$ cat src/verilog/hazard_pkg.sv
// Purpose: shared types and constants for the pipeline interlock block
// Assumes: one core clock, decode hands over one pre-decoded instruction per slot
// Notes:   register index bit 4 selects the dsp register bank
package hazard_pkg;

  localparam int unsigned DATA_W      = 32;
  localparam int unsigned REG_W       = 5;
  localparam int unsigned MUL_CNT_W   = 3;

  // multiplier busy time after the last memory access, in cycles
  localparam logic [MUL_CNT_W-1:0] MUL_CYC_LONG  = 3'h4;  // 64-bit product
  localparam logic [MUL_CNT_W-1:0] MUL_CYC_SHORT = 3'h2;  // 32-bit product
  localparam logic [MUL_CNT_W-1:0] MUL_CNT_IDLE  = 3'h0;

  localparam logic [REG_W-1:0]  REG_NONE   = 5'h00;
  localparam logic [DATA_W-1:0] DATA_ZERO  = 32'h0000_0000;

  // pre-decoded instruction as it travels down the pipe
  typedef struct packed {
    logic             valid;
    logic             mem;          // has a bus transfer in memory_access_stage
    logic             is_load;      // writes dest in writeback_dsp_stage
    logic             is_store;     // stores src in memory_access_stage
    logic             is_mul;       // multiply or multiply-accumulate
    logic             mul_long;     // 64-bit product
    logic             two_ma;       // two memory accesses, e.g. word_multiply_accumulate
    logic             acc_access;   // reads or writes accumulator_low/accumulator_high
    logic             is_dsp_op;    // result appears in writeback_dsp_stage
    logic [REG_W-1:0] dest;
    logic [REG_W-1:0] src;
    logic [REG_W-1:0] addr;         // address pointer register
    logic             uses_addr;
  } instr_t;

  localparam instr_t BUBBLE = '0;

  // one-shot extensions already spent by the instruction in memory_access_stage
  typedef struct packed {
    logic dsp;
    logic ptr;
    logic fetch;
  } ext_done_t;

  typedef enum logic {
    MA_FIRST,
    MA_SECOND
  } ma_phase_t;

endpackage : hazard_pkg

$ cat src/verilog/mul_busy_counter.sv
// Purpose: tracks how long the multiplier stays busy after a multiply leaves memory access
// Assumes: start only arrives while the counter is idle or just expiring
// Notes:   runs on plain cycles, not pipeline slots
`timescale 1ns/1ps
`default_nettype none
module mul_busy_counter
  import hazard_pkg::*;
(
  input  wire logic                 clk,        // core clock
  input  wire logic                 resetn,     // async reset, active low
  input  wire logic                 start,      // multiply leaves memory access
  input  wire logic                 long_prod,  // 64-bit product
  output logic                      busy_q,     // multiplier access in progress
  output logic                      busy_d      // busy value after next edge
);

  logic [MUL_CNT_W-1:0] cnt_q;
  logic [MUL_CNT_W-1:0] cnt_d;

  always_comb begin
    cnt_d = cnt_q;
    if (start) begin
      cnt_d = long_prod ? MUL_CYC_LONG : MUL_CYC_SHORT;
    end else if (cnt_q != MUL_CNT_IDLE) begin
      cnt_d = cnt_q - 3'h1;
    end
    busy_d = (cnt_d != MUL_CNT_IDLE);
  end

  always_ff @(posedge clk or negedge resetn) begin
    if (!resetn) begin
      cnt_q  <= MUL_CNT_IDLE;
      busy_q <= 1'b0;
    end else begin
      cnt_q  <= cnt_d;
      busy_q <= busy_d;
    end
  end

endmodule : mul_busy_counter
`default_nettype wire

$ cat src/verilog/pipeline_hazard_interlock.sv
// What this block does
// - load feeding next store: no stall
// - load data written and re-driven same cycle
// - load in writeback, store in memory access
// - core and dsp registers forward alike
// - word multiply-accumulate: two accesses, two multiplier
// - accumulator move waits for multiplier finish
// - accumulator store waits for multiplier finish
// - multiplier busy four or two cycles
// - colliding multiplier access stretched until free
// - stretched memory access counts as one slot
// - after long multiply, decode stalls one slot
// - multiply and accumulator users are interlocked
// - these also see fetch bus contention
// - dsp result store gets one stall
// - dsp store waits, core alu none
// - loaded address pointer waits for data
//
// Purpose: interlock and store-data forwarding for a five-stage pipeline
// Assumes: decode presents one instruction per slot; fetch_req is from the same clock
// Notes:   hold decisions are registered, so every output comes from a flop
`timescale 1ns/1ps
`default_nettype none
module pipeline_hazard_interlock
  import hazard_pkg::*;
(
  input  wire logic                  clk,            // core clock, 50 MHz
  input  wire logic                  resetn,         // async reset, active low
  input  wire hazard_pkg::instr_t    id_instr,       // instruction in decode_stage
  input  wire logic                  fetch_req,      // fetch wants the bus this slot
  input  wire logic [hazard_pkg::DATA_W-1:0] bus_rdata,  // read data on internal bus
  input  wire logic [hazard_pkg::DATA_W-1:0] reg_rdata,  // store operand from register file
  output hazard_pkg::instr_t         ex_stage_q,     // execute_stage contents
  output hazard_pkg::instr_t         ma_stage_q,     // memory_access_stage contents
  output hazard_pkg::instr_t         wb_stage_q,     // writeback_dsp_stage contents
  output logic                       id_stall_q,     // decode must hold its instruction
  output logic                       ma_hold_q,      // memory access stretched this cycle
  output logic                       mm_busy_q,      // multiplier access running
  output logic                       rf_we_q,        // register write strobe
  output logic [hazard_pkg::REG_W-1:0]  rf_waddr_q,  // register write index
  output logic [hazard_pkg::DATA_W-1:0] rf_wdata_q,  // register write data
  output logic [hazard_pkg::DATA_W-1:0] bus_wdata_q, // store data onto internal bus
  output logic                       fwd_q           // store data comes from the load
);

  import hazard_pkg::*;

  // pipeline state
  instr_t               ex_d;
  instr_t               ma_d;
  instr_t               wb_d;
  ma_phase_t            phase_q;
  ma_phase_t            phase_d;
  ext_done_t            ext_q;
  ext_done_t            ext_d;
  logic                 long_stall_q;
  logic                 long_stall_d;
  logic                 id_stall_d;
  logic                 ma_hold_d;

  // fetch request as seen when the hold was decided
  logic                 fetch_req_q;
  logic                 fetch_req_d;

  // data path state
  logic                 rf_we_d;
  logic [REG_W-1:0]     rf_waddr_d;
  logic [DATA_W-1:0]    rf_wdata_d;
  logic [DATA_W-1:0]    bus_wdata_d;
  logic                 fwd_d;
  logic [DATA_W-1:0]    load_data_q;
  logic [DATA_W-1:0]    load_data_d;

  // multiplier
  logic                 mm_start;
  logic                 mm_busy_d;

  // hold terms evaluated on the state that follows the next edge
  logic                 h_two;
  logic                 h_mul;
  logic                 h_dsp;
  logic                 h_ptr;
  logic                 h_fetch;
  logic                 adv;
  logic                 id_take;

  // the slot advances only when no hold was decided at the last edge
  assign adv     = !ma_hold_q;
  assign id_take = !id_stall_q;

  // a multiply hands off to the multiplier the slot it leaves memory access
  assign mm_start = adv && ma_stage_q.valid && ma_stage_q.is_mul;

  mul_busy_counter u_mul_busy (
    .clk       (clk),
    .resetn    (resetn),
    .start     (mm_start),
    .long_prod (ma_stage_q.mul_long),
    .busy_q    (mm_busy_q),
    .busy_d    (mm_busy_d)
  );

  // stage movement
  always_comb begin
    ex_d    = ex_stage_q;
    ma_d    = ma_stage_q;
    wb_d    = BUBBLE;
    phase_d = phase_q;
    ext_d   = ext_q;
    if (adv) begin
      // an instruction that stays for its second access does not move on
      if (ma_stage_q.valid && ma_stage_q.two_ma && phase_q == MA_FIRST) begin
        phase_d = MA_SECOND;
        ex_d    = ex_stage_q;
        ma_d    = ma_stage_q;
      end else begin
        wb_d    = ma_stage_q;
        ma_d    = ex_stage_q;
        ex_d    = id_take ? id_instr : BUBBLE;
        phase_d = MA_FIRST;
        ext_d   = '0;
      end
    end else begin
      // the held first access of a two-access instruction is its first access;
      // without this step the second access would never be reached and the pipe would lock
      if (ma_stage_q.valid && ma_stage_q.two_ma && phase_q == MA_FIRST) begin
        phase_d = MA_SECOND;
      end

      // a stretched access stays one slot; only the spent extensions are noted
      ext_d.dsp   = ext_q.dsp   | h_dsp_now();
      ext_d.ptr   = ext_q.ptr   | h_ptr_now();
      ext_d.fetch = ext_q.fetch | h_fetch_now();
    end
  end

  // which one-shot extension the current stretched cycle spends
  function automatic logic h_dsp_now();
    h_dsp_now = ma_stage_q.valid && ma_stage_q.is_store && !ext_q.dsp &&
                wb_stage_q.valid && wb_stage_q.is_dsp_op &&
                (ma_stage_q.src == wb_stage_q.dest);
  endfunction : h_dsp_now

  function automatic logic h_ptr_now();
    h_ptr_now = ma_stage_q.valid && ma_stage_q.uses_addr && !ext_q.ptr &&
                wb_stage_q.valid && wb_stage_q.is_load &&
                (ma_stage_q.addr == wb_stage_q.dest);
  endfunction : h_ptr_now

  function automatic logic h_fetch_now();
    h_fetch_now = ma_stage_q.valid && ma_stage_q.mem && !ext_q.fetch &&
                  !h_dsp_now() && !h_ptr_now() && fetch_req_q;
  endfunction : h_fetch_now

  assign fetch_req_d = fetch_req;

  // hold decision for the next cycle, taken on next-state values.
  // deciding one edge early costs a wider cone of logic, but it lets
  // ma_hold_q and id_stall_q leave flops and still mark the stretched
  // cycle itself rather than the one after it.
  // a hold never moves an instruction, so the same instruction is judged
  // again at the next edge; the ext flags stop one-shot extensions from
  // repeating while the multiplier hold simply lasts as long as busy does.
  always_comb begin
    // second access of a two-access instruction keeps earlier stages frozen
    h_two = ma_d.valid && ma_d.two_ma && (phase_d == MA_FIRST);

    // multiplier users wait out the previous multiplier access;
    // a two-access instruction is checked on its second access only
    h_mul = ma_d.valid && (ma_d.is_mul || ma_d.acc_access) &&
            !(ma_d.two_ma && phase_d == MA_FIRST) &&
            mm_busy_d;

    // store of a dsp result right behind the dsp op: one stall;
    // a core alu result is ready after execute and never matches here
    h_dsp = ma_d.valid && ma_d.is_store && !ext_d.dsp &&
            wb_d.valid && wb_d.is_dsp_op &&
            (ma_d.src == wb_d.dest);

    // access through a pointer that the previous load is still filling
    h_ptr = ma_d.valid && ma_d.uses_addr && !ext_d.ptr &&
            wb_d.valid && wb_d.is_load && (ma_d.addr == wb_d.dest);

    // fetch and memory access share the bus; the slot splits once
    h_fetch = ma_d.valid && ma_d.mem && !ext_d.fetch &&
              !h_dsp && !h_ptr && fetch_req_d;

    ma_hold_d = h_mul || h_dsp || h_ptr || h_fetch || h_two;

    // one extra decode slot after a long multiply enters memory access
    long_stall_d = adv && !long_stall_q && ex_stage_q.valid &&
                   ex_stage_q.is_mul && ex_stage_q.mul_long;
    id_stall_d   = ma_hold_d || long_stall_d;
  end

  // load data and store-data forwarding
  always_comb begin
    load_data_d = load_data_q;
    rf_we_d     = 1'b0;
    rf_waddr_d  = REG_NONE;
    rf_wdata_d  = rf_wdata_q;
    bus_wdata_d = bus_wdata_q;
    fwd_d       = 1'b0;
    // load data is on the bus while the load sits in memory access
    if (adv && ma_stage_q.valid && ma_stage_q.is_load) begin
      load_data_d = bus_rdata;
    end
    if (adv && ma_stage_q.valid && ma_stage_q.is_load &&
        !(ma_stage_q.two_ma && phase_q == MA_FIRST)) begin
      rf_we_d    = 1'b1;
      rf_waddr_d = ma_stage_q.dest;
      rf_wdata_d = bus_rdata;
    end
    // the store entering memory access reads the load's data directly,
    // whichever register bank the index names
    if (adv && !(ma_stage_q.two_ma && phase_q == MA_FIRST) &&
        ex_stage_q.valid && ex_stage_q.is_store) begin
      if (ma_stage_q.valid && ma_stage_q.is_load &&
          ma_stage_q.dest == ex_stage_q.src) begin
        fwd_d       = 1'b1;
        bus_wdata_d = bus_rdata;
      end else begin
        bus_wdata_d = reg_rdata;
      end
    end
  end

  always_ff @(posedge clk or negedge resetn) begin
    if (!resetn) begin
      ex_stage_q   <= BUBBLE;
      ma_stage_q   <= BUBBLE;
      wb_stage_q   <= BUBBLE;
      phase_q      <= MA_FIRST;
      ext_q        <= '0;
      long_stall_q <= 1'b0;
      id_stall_q   <= 1'b0;
      ma_hold_q    <= 1'b0;
      fetch_req_q  <= 1'b0;
      load_data_q  <= DATA_ZERO;
      rf_we_q      <= 1'b0;
      rf_waddr_q   <= REG_NONE;
      rf_wdata_q   <= DATA_ZERO;
      bus_wdata_q  <= DATA_ZERO;
      fwd_q        <= 1'b0;
    end else begin
      ex_stage_q   <= ex_d;
      ma_stage_q   <= ma_d;
      wb_stage_q   <= wb_d;
      phase_q      <= phase_d;
      ext_q        <= ext_d;
      long_stall_q <= long_stall_d;
      id_stall_q   <= id_stall_d;
      ma_hold_q    <= ma_hold_d;
      fetch_req_q  <= fetch_req_d;
      load_data_q  <= load_data_d;
      rf_we_q      <= rf_we_d;
      rf_waddr_q   <= rf_waddr_d;
      rf_wdata_q   <= rf_wdata_d;
      bus_wdata_q  <= bus_wdata_d;
      fwd_q        <= fwd_d;
    end
  end

endmodule : pipeline_hazard_interlock
`default_nettype wire

$ cat config.mk
export PLATFORM = sky130hd
export DESIGN_NAME = pipeline_hazard_interlock
export DESIGN_NICKNAME = d
export VERILOG_FILES = /design/src/verilog/hazard_pkg.sv /design/src/verilog/mul_busy_counter.sv /design/src/verilog/pipeline_hazard_interlock.sv
export SDC_FILE = /design/constraint.sdc
export NUM_CORES = 1
export LEC_CHECK = 0
export BUFFER_PORTS_ARGS = -buffer_cell sky130_fd_sc_hd__buf_2
export CORE_AREA = 2 2 123 125
export CTS_BUF_LIST = sky130_fd_sc_hd__clkbuf_2 sky130_fd_sc_hd__clkbuf_4 sky130_fd_sc_hd__clkbuf_8
export DETAILED_ROUTE_END_ITERATION = 16
export DIE_AREA = 0 0 125 127
export PLACE_DENSITY_LB_ADDON = 0.05
export SYNTH_ARGS = -nofsm -noshare
export SYNTH_HDL_FRONTEND = slang
export SYNTH_HIERARCHICAL = 1
export SYNTH_SLANG_ARGS = --single-unit
$ cat constraint.sdc
create_clock -name clk -period 1.8 [get_ports clk]
set_clock_uncertainty 0.1 [all_clocks]
set_input_delay 0 -clock clk [delete_from_list [all_inputs] [get_ports clk]]
set_output_delay 0 -clock clk [all_outputs]
set_load 0.02 [all_outputs]
==> flow_summary.yaml <==
detailed_routing:
  drc: 0
  route.met2.wl_um: 9680
  met3_length_um: 1090
  wl_per_cell_um: 16.0
  totalWireLength_um: 19300
  drtIter0Drc: 222
  via_per_inst: 4.88
  vias: 5882
  top_layer: "met4"
  firstDrtPassIters: 6
  drtAntennaViolNets: 0
  met1_length_um: 7930
power_and_ir_drop:
  p_per_area_nw_per_um2: 1830
  leakage_uw: 0.00507
  ir_worst_vdd_uv: 847
grt:
  grt_pass1_wl_um: 30800
  grt_overflow: 0
  antenna_found_initial: 0
  grt_max_degree: 66
  grt_pass1_vias: 6137
  grt.total_usage_pct: 24.4
outcome:
  status: "finished with violations"
  failed_checks: "negative setup slack"
timing:
  final_hold_viol_count: 0
  slew_violations: 0
  rsz0062_at_grt: "true"
  max_freq_ghz: 0.548
  setup_ws_ns: -0.0240
  tightestPinTransition_ns: 0.643
  slew_headroom_pct: 57.1
  finalSetupViolCount: 3
  min_period_ns: 1.82
  finalCritPeriodShare_pct: 101
final_layout:
  stdcell_count: 1205
  final_core_util_pct: 67.0
  multiInputGateArea_um2: 2500
  fill_cells: 1157
  final_nets: 1103
  area_growth_pct: 47.1
  diodes: 0
  final_layout_size_suffix_gt1_share_pct: 33.4
  ff_latch_area_um2: 3960
worst_setup_path:
  critical_path_class: "reg -> reg"
  setup.worst_path.end_class: "flip-flop"
  rr_worst_depth: 5
  crit_path_start_kind: "flip-flop"
  crit_fanout: 33
  critPathRequiredTime_ns: 2.03
  arrival_ns: 2.06
synth:
  synth_warnings: 6
  ys_seq_area_share_pct: 60.2
  yosys.area.top_type: "dfrtp_1"
  synth_cell_type_count: 38
  synth_area_leaders: "dfrtp_1, nand2_1, mux2i_1"
  synth_nets: 750
  netlist.area_leader.share_pct: 60.2
  postSynthAreaPerCell_um2: 10.0
  syn_inst: 655
  ys_ff_latch: 158
  synthesis.area_um2: 6560
min_path:
  worstHoldPathType: "in -> reg"
  hold_depth: 2
clock_tree:
  clock_sinks: 158
  clk_path_buf_depth: 2
  cts_max_level: 4
  cts_made_buffers: 17
  cts_tree: "built"
  root_buffer: "clkbuf_8"
  cts.reportedPaths.clkPinSlew_ns: 0.09
  clock_latency_ns: 0.45
run:
  drv_cap: 0
floorplan:
  rows: 44
  die_w_um: 125
  die_y_um: 127
  ios: 241
  fp.dieArea_um2: 15900
  start_util_pct: 45.5
  coreArea_um2: 14400
placed_design:
  port_buffers: 240
  gp_congestion: 0.783
  dpl.hpwl_um: 13100
  placedCellCount: 1081
[timing repair]
item                                   4_1_cts  5_1_grt
pin swaps                                    3        4
gates resized for setup                      6       13
endpoints found under the hold margin      250        0
hold buffers                                92        0
buffers inserted                             0        0
setup endpoints to repair                   19       34
[per-stage QoR]
stage | TNS, ns | cell area (um2) | worst slack (ns) | total power [uW] | hold WS (ns)
5_1_grt | -2.17 | 9660 | -0.120 | 18800 | 0.133
2_1_floorplan | -2.05 | 6570 | -0.0892 | 11100 | -0.396
3_3_place_gp | -0.0198 | 8230 | -0.0198 | 14300 | -0.107
3_5_place_dp | -0.322 | 8230 | -0.143 | 14500 | -0.0996
6_report | -0.0455 | 9660 | -0.0240 | 17700 | 0.138
4_1_cts | -0.0621 | 9610 | -0.0195 | 17600 | 0.0980
[metal layers]
layer | vias to the layer above | track usage, %
li1 | 2828 | -
met5 | - | 0
met3 | 39 | 6.20
met2 | 196 | 42.3
met1 | 2819 | 29.4
met4 | 0 | 9.74
[critical path, cell delays in order (launching register included)]
cell and delay [ns]:
dfrtp_2 0.43, xor2_2 0.20, nor4_4 0.33, buf_12 0.29
mux2i_1 0.26, o21ai_1 0.08
[logic make-up (layout without fill, tap and decap cells)]
group                    after synthesis  in the layout  synth area share (%)
AO/OA/AOI/OAI                         51             51                  4.75
XOR/XNOR                              21             21                  2.92
adder cells (fa/ha/maj)                3              3                 0.572
buffers and inverters                 46            412                  3.03
AND/OR/NAND/NOR                      342            342                  23.3
multiplexers                          34             34                  5.22
flip-flops                           158            158                  60.2
[registers in the layout, summed over array words and instances, names as in the netlist, 3 cells and up]
| name | count |
|---|---|
| bus_wdata_q | 32 |
| rf_wdata_q | 32 |
| ex_stage_q | 25 |
| ma_stage_q | 25 |
| wb_stage_q | 25 |
| rf_waddr_q | 5 |
| ext_q | 3 |
| u_mul_busy/cnt_q | 3 |
[report_power, final]
part           switching, uW  total, uW  leakage (uW)  internal, uW
Clock                   1280       2850      0.000213          1570
Sequential              1130       6260       0.00198          5130
Combinational           5350       8540       0.00288          3190
Total                   7770      17600       0.00507          9880
[path summary, 6_finish.rpt]
check | end | start | slack [ns]
max | bus_wdata_q[19] | ma_stage_q[11] | -0.02
min | fetch_req_q | fetch_req | 0.14
max reg2reg | bus_wdata_q[19] | ma_stage_q[11] | -0.02
min reg2reg | long_stall_q | long_stall_q | 0.31
max in group asynchronous | wb_stage_q[8] | resetn | 0.45
min in group asynchronous | ma_stage_q[17] | resetn | 0.51
[area by class of cell]
| type | instances | share of cell area [%] |
|---|---|---|
| flip-flops and latches | 158 | 41.0 |
| inverters | 12 | 0.466 |
| multi-input cells | 451 | 25.9 |
| clock inverters | 11 | 1.72 |
| well taps | 184 | 2.38 |
| repair buffers | 368 | 25.8 |
| clock buffers | 21 | 2.73 |
[cell usage after synthesis, drive strengths merged]
library cell and instances:
nand3b 27, nor4 4, xor2 3, o21ai 43
and3 20, nand2 246, buf 11, xnor2 18
nand2b 1, nand4 4, ha 3, o22a 1
nor3b 1, or2b 1, and2 2, o211ai 1
nor2b 5, and3b 3, o31a 1, nor3 3
mux2 2, mux2i 32, dfrtp 158, o31ai 2
nand3 9, nor2 16, a21oi 2, clkbuf 23
a211oi 1, inv 12
[cells in the final DEF, fill, tap and decap left out, drive strengths merged, types with 2 or more instances in the layout]
| cell type | instances |
|---|---|
| a21oi | 2 |
| and2 | 2 |
| and3 | 20 |
| and3b | 3 |
| buf | 276 |
| bufinv | 4 |
| clkbuf | 21 |
| clkinv | 4 |
| clkinvlp | 3 |
| dfrtp | 158 |
| dlygate4sd3 | 92 |
| ha | 3 |
| inv | 12 |
| mux2 | 2 |
| mux2i | 32 |
| nand2 | 246 |
| nand3 | 9 |
| nand3b | 27 |
| nand4 | 4 |
| nor2 | 16 |
| nor2b | 5 |
| nor3 | 3 |
| nor4 | 4 |
| o21ai | 43 |
| o31ai | 2 |
| xnor2 | 18 |
| xor2 | 3 |
No activity file was read; power rests on OpenSTA's default activity.
